--- src/rtl/dces_regs.svh ---
`ifndef DCES_REGS_SVH
`define DCES_REGS_SVH
// Register byte address on the Wishbone bus
`define DCES_STATUS_ADDR 8'h00
// Field positions of the status register
`define DCES_CH1_EN_BIT 7
`define DCES_CH0_EN_BIT 6
`define DCES_CH1_GUARD_BIT 5
`define DCES_CH0_GUARD_BIT 4
`define DCES_CH1_IE_BIT 3
`define DCES_CH0_IE_BIT 2
`define DCES_SPARE_BIT 1
`define DCES_MAIN_EN_BIT 0
// Reset values and fixed read values
`define DCES_RESET_BIT 1'h0
`define DCES_SPARE_READ 1'h1
`define DCES_GUARD_READ 1'h1
`endif

--- src/rtl/dces_pkg.sv ---
package dces_pkg;
  // Progress of one bus access
  typedef enum logic [1:0] {
    DCES_IDLE = 2'b01,
    DCES_ACK = 2'b10
  } dces_bus_state_type;
endpackage

--- src/rtl/dces_chan_enable.sv ---
`timescale 1ns/10ps
`include "dces_regs.svh"
// One channel enable bit with its guarded write and terminal-count clear
module dces_chan_enable (
  input wire logic clk_i, // System clock
  input wire logic rst_i, // Synchronous reset, active high
  input wire logic wr_i, // Register write strobe
  input wire logic guard_i, // Written guard bit value
  input wire logic data_i, // Written enable bit value
  input wire logic tc_i, // Byte counter reached zero
  output logic enable_o, // Channel enable bit
  output logic set_main_o // Guarded write of one
);
  logic guarded_wr;

  // Write counts only when the guard is written low
  assign guarded_wr = wr_i && !guard_i;
  assign set_main_o = guarded_wr && data_i;

  // Software write beats terminal count: a restart must not be lost
  always_ff @(posedge clk_i) begin
    if (rst_i) begin
      enable_o <= `DCES_RESET_BIT;
    end else if (guarded_wr) begin
      enable_o <= data_i;
    end else if (tc_i) begin
      enable_o <= 1'h0;
    end
  end
endmodule

--- src/rtl/dces_irq_gate.sv ---
`timescale 1ns/10ps
// Done request for one channel: enable low while its interrupt is enabled
module dces_irq_gate (
  input wire logic enable_i, // Channel enable bit
  input wire logic irq_en_i, // Channel interrupt enable
  output logic req_o // Channel done request
);
  // Level request, held as long as the channel sits disabled with its interrupt enabled
  assign req_o = !enable_i && irq_en_i;
endmodule

--- src/rtl/dces_status.sv ---
`timescale 1ns/10ps
`include "dces_regs.svh"
// Function
// A channel may transfer only when its enable and main enable are set.
// Channel 0 byte counter reaching zero clears the channel 0 enable.
// Channel 0 enable low with its interrupt enable set requests an interrupt.
// Channel 1 enable low with its interrupt enable set requests an interrupt.
// Channel 0 enable changes only when its guard is written zero.
// Channel 1 enable changes only when its guard is written zero.
// Guarded write of zero to channel 0 enable stops channel 0.
// Guarded write of one to channel 0 enable also sets main enable.
// Guard bits never store a written zero; they read as one.
// Channel 0 guard is write-only with no storage, always reads one.
// Non-maskable interrupt clears the main enable.
// Writing one to any enable, even if set, restarts via main enable.
// Main enable is read-only; set by enable writes, cleared by NMI or reset.
// Reset clears the channel 0 enable.
// Reset clears the channel 1 interrupt enable.
// Reset clears the channel 0 interrupt enable.
// Reset clears the main enable.
// Channel 1 byte counter reaching zero clears the channel 1 enable.
// Guarded write to channel 1 enable sets or clears it; one sets main enable.
// Bit 1 ignores writes and reads as a fixed value.
module dces_status
  import dces_pkg::*;
(
  input wire logic clk_i, // System clock, 40 MHz
  input wire logic rst_i, // Synchronous reset, active high
  input wire logic wb_cyc_i, // Wishbone cycle
  input wire logic wb_stb_i, // Wishbone strobe
  input wire logic wb_we_i, // Wishbone write
  input wire logic [7:0] wb_adr_i, // Wishbone byte address
  input wire logic [31:0] wb_dat_i, // Wishbone write data
  input wire logic [3:0] wb_sel_i, // Wishbone byte selects
  output logic [31:0] wb_dat_o, // Wishbone read data
  output logic wb_ack_o, // Wishbone acknowledge
  output logic wb_err_o, // Wishbone error, unmapped address
  input wire logic nmi_i, // Non-maskable interrupt taken
  input wire logic chan0_tc_i, // Channel 0 byte counter reached zero
  input wire logic chan1_tc_i, // Channel 1 byte counter reached zero
  output logic chan0_run_o, // Channel 0 may transfer
  output logic chan1_run_o, // Channel 1 may transfer
  output logic dma_irq_o // DMA interrupt request to the CPU
);
  dces_bus_state_type bus_state;
  logic req;
  logic hit;
  logic wr;
  logic chan0_enable;
  logic chan1_enable;
  logic chan0_done_irq_enable;
  logic chan1_done_irq_enable;
  logic dma_master_enable;
  logic set0;
  logic set1;
  logic req0;
  logic req1;
  logic [7:0] status_rd;

  // New request only while idle, so every access sees exactly one answer
  assign req = wb_cyc_i && wb_stb_i && (bus_state == DCES_IDLE);
  assign hit = wb_adr_i == `DCES_STATUS_ADDR;
  assign wr = req && hit && wb_we_i && wb_sel_i[0];

  // One-wait-state slave: ack one cycle after the request, then drop it
  always_ff @(posedge clk_i) begin
    if (rst_i) begin
      bus_state <= DCES_IDLE;
      wb_ack_o <= 1'h0;
      wb_err_o <= 1'h0;
    end else begin
      case (bus_state)
        DCES_IDLE: begin
          wb_ack_o <= req && hit;
          wb_err_o <= req && !hit;
          if (req) begin
            bus_state <= DCES_ACK;
          end
        end
        DCES_ACK: begin
          wb_ack_o <= 1'h0;
          wb_err_o <= 1'h0;
          bus_state <= DCES_IDLE;
        end
        default: begin
          wb_ack_o <= 1'h0;
          wb_err_o <= 1'h0;
          bus_state <= DCES_IDLE;
        end
      endcase
    end
  end

  // Channel enable bits with guarded writes
  // Both channels share one write strobe; each one looks at its own guard bit
  dces_chan_enable u_chan0 (
    .clk_i(clk_i),
    .rst_i(rst_i),
    .wr_i(wr),
    .guard_i(wb_dat_i[`DCES_CH0_GUARD_BIT]),
    .data_i(wb_dat_i[`DCES_CH0_EN_BIT]),
    .tc_i(chan0_tc_i),
    .enable_o(chan0_enable),
    .set_main_o(set0)
  );
  dces_chan_enable u_chan1 (
    .clk_i(clk_i),
    .rst_i(rst_i),
    .wr_i(wr),
    .guard_i(wb_dat_i[`DCES_CH1_GUARD_BIT]),
    .data_i(wb_dat_i[`DCES_CH1_EN_BIT]),
    .tc_i(chan1_tc_i),
    .enable_o(chan1_enable),
    .set_main_o(set1)
  );

  // Interrupt enables, plain read/write
  // No guard here: any write with lane 0 selected updates them
  always_ff @(posedge clk_i) begin
    if (rst_i) begin
      chan0_done_irq_enable <= `DCES_RESET_BIT;
      chan1_done_irq_enable <= `DCES_RESET_BIT;
    end else if (wr) begin
      chan0_done_irq_enable <= wb_dat_i[`DCES_CH0_IE_BIT];
      chan1_done_irq_enable <= wb_dat_i[`DCES_CH1_IE_BIT];
    end
  end

  // Main enable: no direct write; NMI wins so service is never disturbed
  // Set and clear in one cycle: clearing is the safe side while NMI is serviced
  always_ff @(posedge clk_i) begin
    if (rst_i) begin
      dma_master_enable <= `DCES_RESET_BIT;
    end else if (nmi_i) begin
      dma_master_enable <= 1'h0;
    end else if (set0 || set1) begin
      dma_master_enable <= 1'h1;
    end
  end

  // Run permission per channel
  assign chan0_run_o = chan0_enable && dma_master_enable;
  assign chan1_run_o = chan1_enable && dma_master_enable;

  // Termination requests merged onto one line
  dces_irq_gate u_irq0 (
    .enable_i(chan0_enable),
    .irq_en_i(chan0_done_irq_enable),
    .req_o(req0)
  );
  dces_irq_gate u_irq1 (
    .enable_i(chan1_enable),
    .irq_en_i(chan1_done_irq_enable),
    .req_o(req1)
  );
  assign dma_irq_o = req0 || req1;

  // Read image: guards and spare bit are constants, never stored
  // Reads have no side effects, so software may poll freely
  always_comb begin
    status_rd = 8'h00;
    status_rd[`DCES_CH1_EN_BIT] = chan1_enable;
    status_rd[`DCES_CH0_EN_BIT] = chan0_enable;
    status_rd[`DCES_CH1_GUARD_BIT] = `DCES_GUARD_READ;
    status_rd[`DCES_CH0_GUARD_BIT] = `DCES_GUARD_READ;
    status_rd[`DCES_CH1_IE_BIT] = chan1_done_irq_enable;
    status_rd[`DCES_CH0_IE_BIT] = chan0_done_irq_enable;
    status_rd[`DCES_SPARE_BIT] = `DCES_SPARE_READ;
    status_rd[`DCES_MAIN_EN_BIT] = dma_master_enable;
  end

  // Read data registered with the ack; zero otherwise
  // Zero between answers keeps any shared read mux free of stale bytes
  always_ff @(posedge clk_i) begin
    if (rst_i) begin
      wb_dat_o <= 32'h0000_0000;
    end else if (req && hit && !wb_we_i) begin
      wb_dat_o <= {24'h00_0000, status_rd};
    end else begin
      wb_dat_o <= 32'h0000_0000;
    end
  end
endmodule

--- config.mk ---
export PLATFORM = sky130hd
export DESIGN_NAME = dces_status
export DESIGN_NICKNAME = d
export VERILOG_FILES = /design/src/rtl/dces_pkg.sv /design/src/rtl/dces_chan_enable.sv /design/src/rtl/dces_irq_gate.sv /design/src/rtl/dces_status.sv
export VERILOG_INCLUDE_DIRS = /design/src /design/src/rtl
export SDC_FILE = /design/constraint.sdc
export NUM_CORES = 1
export LEC_CHECK = 0
export BUFFER_PORTS_ARGS = -buffer_cell sky130_fd_sc_hd__buf_2
export CAP_MARGIN = 20
export CORE_MARGIN = 1
export CORE_UTILIZATION = 35
export CTS_BUF_LIST = sky130_fd_sc_hd__clkbuf_8
export CTS_CLUSTER_SIZE = 40
export DETAILED_ROUTE_END_ITERATION = 6
export PLACE_DENSITY = 0.81
export SLEW_MARGIN = 25
export SYNTH_ARGS = -nofsm -noshare
export SYNTH_HDL_FRONTEND = slang
export SYNTH_SLANG_ARGS = --single-unit
--- constraint.sdc ---
create_clock -name clk_i -period 2.5 [get_ports clk_i]
set_clock_uncertainty 0.15 [all_clocks]
set_input_delay 0.375 -clock clk_i [delete_from_list [all_inputs] [get_ports clk_i]]
set_output_delay 0.375 -clock clk_i [all_outputs]
set_load 0.1 [all_outputs]
# After elaboration in Yosys (flattened, before gate mapping)
# Cells that the tools add are included.
# totals
output_inout_bits	37
register_bits	41
elab_cells	47
# op_classes
bitwise	2
eq_ne	1
n_reduce_logical	29
mux	5
# ops
cell	count
$logic_and A1 B1 Y1	15
$logic_not A8 Y1	1
$logic_not A1 Y1	6
$mux W6	1
$reduce_or A2 Y1	3
$mux W1	4
$reduce_bool A2 Y1	2
$eq A2 B1 Y1 const B	1
$logic_or A1 B1 Y1	2
$not A1 Y1	2

# Depth between registers and ports, before layout
# logic_depth
word_depth	8
mapped_depth	4
mapped_depth_nobuf	4

# Modules after synthesis
# From an unflattened synthesis, not the netlist that was laid out.
# unflattened
cells_unflattened	81
hier_area_um2	838.3
# modules_own_cells
mod	seq_area_each_um2	area_per_inst_um2	cells_each	n_inst
dces_status	260.2	690.7	69	1
dces_chan_enable	20.0	60.1	5	2
dces_irq_gate	0.0	13.8	1	2

# Worst setup path after synthesis
# Ideal clock, no wire load.
# synth_path
path_kind	reg2out
start	register chan0_done_irq_enable
end	output dma_irq_o
path_stages_with_launch	3
t_arrival_ns	1.849
slack_ns	0.126
cell_sequence	dfxtp_1 inv_1 o22ai_1
# synth_via
elab_chain_cells	2
# synth_lines
element	line	text
start: declaration	dces_status.sv:51	logic chan0_done_irq_enable;
start signal: assignment	dces_status.sv:121	chan0_done_irq_enable <= `DCES_RESET_BIT;
start signal: assignment	dces_status.sv:124	chan0_done_irq_enable <= wb_dat_i[`DCES_CH0_IE_BIT];
$logic_and A1 B1 Y1	dces_irq_gate.sv:9	assign req_o = !enable_i && irq_en_i;
$logic_or A1 B1 Y1	dces_status.sv:156	assign dma_irq_o = req0 || req1;
end: declaration	dces_status.sv:43	output logic dma_irq_o
# Every way passes these cells.

# Worst setup path in the final report
# layout_path
start	input wb_adr_i[7]
end	register wb_dat_o[7]
# layout_via
elab_chain_cells	5
# layout_lines
element	line	text
start: declaration	dces_status.sv:32	input wire logic [7:0] wb_adr_i,
$logic_not A8 Y1 (no source line)	--	
$logic_and A1 B1 Y1 (2 in series)	dces_status.sv:177	end else if (req && hit && !wb_we_i) begin
$not A1 Y1 (no source line)	--	
$reduce_or A2 Y1 (no source line)	--	
end signal: assignment	dces_status.sv:178	wb_dat_o <= {24'h00_0000, status_rd};
end: declaration	dces_status.sv:35	output logic [31:0] wb_dat_o,
# Every way passes these cells.
# A chain may end at the register's enable or synchronous reset.

==> qor.csv <==
stage,metric,value,unit
floorplan,Core ar.,2230,sq um
cells_and_area,ANT cells,0,
drt,WL/cell,9.26,um
yosys,synthesized instance count,91,
sta,endpoints failing hold,0,
worst_setup_path,Worst setup EP type,register,
yosys,Post-Synth Simple-Gate Area,28.0,%
grt,total congestion overflow,0,
cts,Clock Latency Late Sink,0.25,ns
floorplan,die area,2590,sq um
yosys,Synth Area in Adders,0,%
worst_setup_path,"Max FO, Critical Path",7,
cts,post-cts resize count,0,
yosys,Post-Synth XOR/XNOR Area,0,%
floorplan,Top Ports,89,
yosys,post-synthesis cell type count,20,
power,Overall Power,0.630,mW
cts,setup repair bufs after CTS,0,
sta,Max Fclk,560,MHz
min_path,Min-Delay Path Class,in -> reg,
worst_setup_path,CP Class,in -> reg,
placement,I/O Buffers,35,
placement,DP Cell Count,148,
cells_and_area,layout cells sized above 1,38.7,%
outcome,status,completed,
cts,"Reg clk slew, reported paths",0.05,ns
floorplan,row cnt,17,
yosys,compound-gate portion of the synthesized area,2.54,%
sta,final period utilization,71.5,%
sta,setup TNS,0,ns
cts,CTS tree,built,
worst_setup_path,"critical path, cell by cell","buf_2, or4_4, or4_4, nor3b_2",
cells_and_area,post-route insts no fill,152,
floorplan,die width,50.9,um
grt,first-pass GRT wire length,2100,um
cells_and_area,Final nets,177,
yosys,Post-Syn Area,836,sq um
sta,"Min Clock Period, post-route",1.79,ns
worst_setup_path,type of origin of the critical path,primary input,
power,pwr dens,654,nW/um^2
placement,DPL Wire Length,1170,um
cells_and_area,post-route cell area,963,sq um
worst_setup_path,Crit path arrival time,1.81,ns
cts,CTS Root Cell,clkbuf_8,
yosys,multiplexer share of the synthesized area,4.79,%
grt,initial antenna violation count,0,
cts,H-tree Lvls,1,
drt,Routed Antenna Nets,0,
power,worst vdd ir,0.000285,V
drt,Pre-antenna DRT Iters,4,
cells_and_area,fill count,223,
cts,Clock Sinks,15,
worst_setup_path,Crit-path slowest cell,or4_4,
cells_and_area,Finished Core Util,43.1,%
floorplan,die height,50.9,um
drt,initial DRC count,10,
cells_and_area,area delta synth->final,15.3,%
yosys,combinational family with the most area after synthesis,buffers and inverters,
sta,fin. max-slew vios,0,
yosys,YS warnings,0,
yosys,"Seq/Total Area, Yosys",35.9,%
worst_setup_path,CP dominant cell by count,or4_4,
sta,unrepaired setup endpoints after global routing,false,
drt,via/cell ratio,4.16,
drt,DRC,0,
job,max capacitance violation total,0,
cts,clock buffer depth,2,
cts,TritonCTS buffer count,3,
cts,hold_buf cts,0,
grt,GR Util All Layers,11.4,%
yosys,syn avg cell area,9.18,sq um
grt,vias in the first global route,557,
drt,vias post-DR,633,
grt,largest net degree at the start of global routing,12,
sta,Final setup viols,0,
power,leakage power,0.475,nW
drt,total wire length,1410,um
placement,DP Area,918,sq um
placement,gpl congestion,0.803,
worst_setup_path,Critical Path RT,2.53,ns
floorplan,Initial Utilization,37.4,%
worst_setup_path,"slowest stage delay, CP",0.60,ns
yosys,post-synthesis sequential element count,15,
[power breakdown]
| part | switching [mW] | total [mW] | internal [mW] |
|---|---|---|---|
| Clock | 0.0812 | 0.190 | 0.109 |
| Combinational | 0.179 | 0.198 | 0.0193 |
| Sequential | 0.000476 | 0.242 | 0.241 |
[cells in the final DEF, fill, tap and decap left out]
cell type / synthesis / routed
inv_1: 6 / 7
nand2_1: 3 / 3
nand3b_1: 2 / 2
nor3b_2: 3 / 3
and2_1: 3 / 3
nand2b_1: 6 / 6
dfxtp_1: 15 / 15
clkbuf_8: 0 / 3
o22ai_1: 2 / 2
nand4b_1: 1 / 1
a31o_2: 1 / 1
conb_1: 1 / 24
buf_2: 0 / 35
nor3_2: 2 / 2
mux2i_1: 4 / 4
nor4_2: 1 / 1
nor2_1: 7 / 7
or4_4: 3 / 3
nor4_1: 2 / 2
[worst paths after layout]
| path | start | endpoint | slack (ns) | depth (start not counted) |
|---|---|---|---|---|
| max reg2reg | bus_state[1] | wb_dat_o[7] | 0.99 | 3 |
| max | wb_adr_i[7] | wb_dat_o[7] | 0.71 | 4 |
| min reg2reg | chan1_done_irq_enable | chan1_done_irq_enable | 0.33 | 2 |
| min | wb_dat_i[3] | chan1_done_irq_enable | 0.24 | 3 |
[per-layer routing]
metal,part of all wire (%),global-route usage (%)
met3,8.5,2.68
met1,38,10.4
met5,0,0
met2,50,21.8
met4,3.1,8.33
[registers in the layout (all words and copies together) (netlist names)]
name,flops
bus_state,2
dma_master_enable,1
chan0_done_irq_enable,1
u_chan1.enable_o,1
wb_dat_o,6
u_chan0.enable_o,1
wb_err_o,1
wb_ack_o,1
chan1_done_irq_enable,1
[per-stage QoR]
step | hold slack, ns | setup slack (ns)
final | 0.237 | 0.714
after global routing | 0.244 | 0.658
after CTS | 0.239 | 0.715
after detailed placement | 0.320 | 0.458
after global placement | 0.313 | 0.480
after floorplan | 0.296 | 0.126
[area by class of cell]
class	count	area, sq um	share of cell area [%]
clock buffer	3	41.3	4.29
clock inverter	1	3.75	0.390
inverter	6	22.5	2.34
multi-input combinational	64	385	40.0
sequential	15	300	31.2
tap	28	35.0	3.64
timing repair buffer	35	175	18.2
[critical path, delay by kind of cell]
| family | cells | cell delay, ns |
|---|---|---|
| and+or+nand+nor | 3 | 1.34 |
| buffers and inverters | 1 | 0.09 |
[cells in the mapped netlist]
| cell | instances | area [sq um] |
|---|---|---|
| or4_4 | 3 | 33.8 |
| o22ai_1 | 2 | 12.5 |
| nand4b_1 | 1 | 8.76 |
| inv_1 | 6 | 22.5 |
| conb_1 | 1 | 3.75 |
| nand2_1 | 3 | 11.3 |
| dfxtp_1 | 15 | 300 |
| nor3b_2 | 3 | 37.5 |
| mux2i_1 | 4 | 40.0 |
| buf_4 | 26 | 195 |
| nand3b_1 | 2 | 15.0 |
| nand2b_1 | 6 | 37.5 |
| a31o_2 | 1 | 8.76 |
| buf_6 | 1 | 11.3 |
| nor4_1 | 2 | 12.5 |
| nor2_1 | 7 | 26.3 |
| and2_1 | 3 | 18.8 |
| nor3_2 | 2 | 20.0 |
| nor4_2 | 1 | 12.5 |
| clkbuf_1 | 2 | 7.51 |
[cells by family after synthesis]
kind of cell | Yosys count
flops | 15
buf+inv | 35
compound gates | 3
mux | 4
other cells | 1
simple gates | 33
Power figures use the tool's default switching activity.
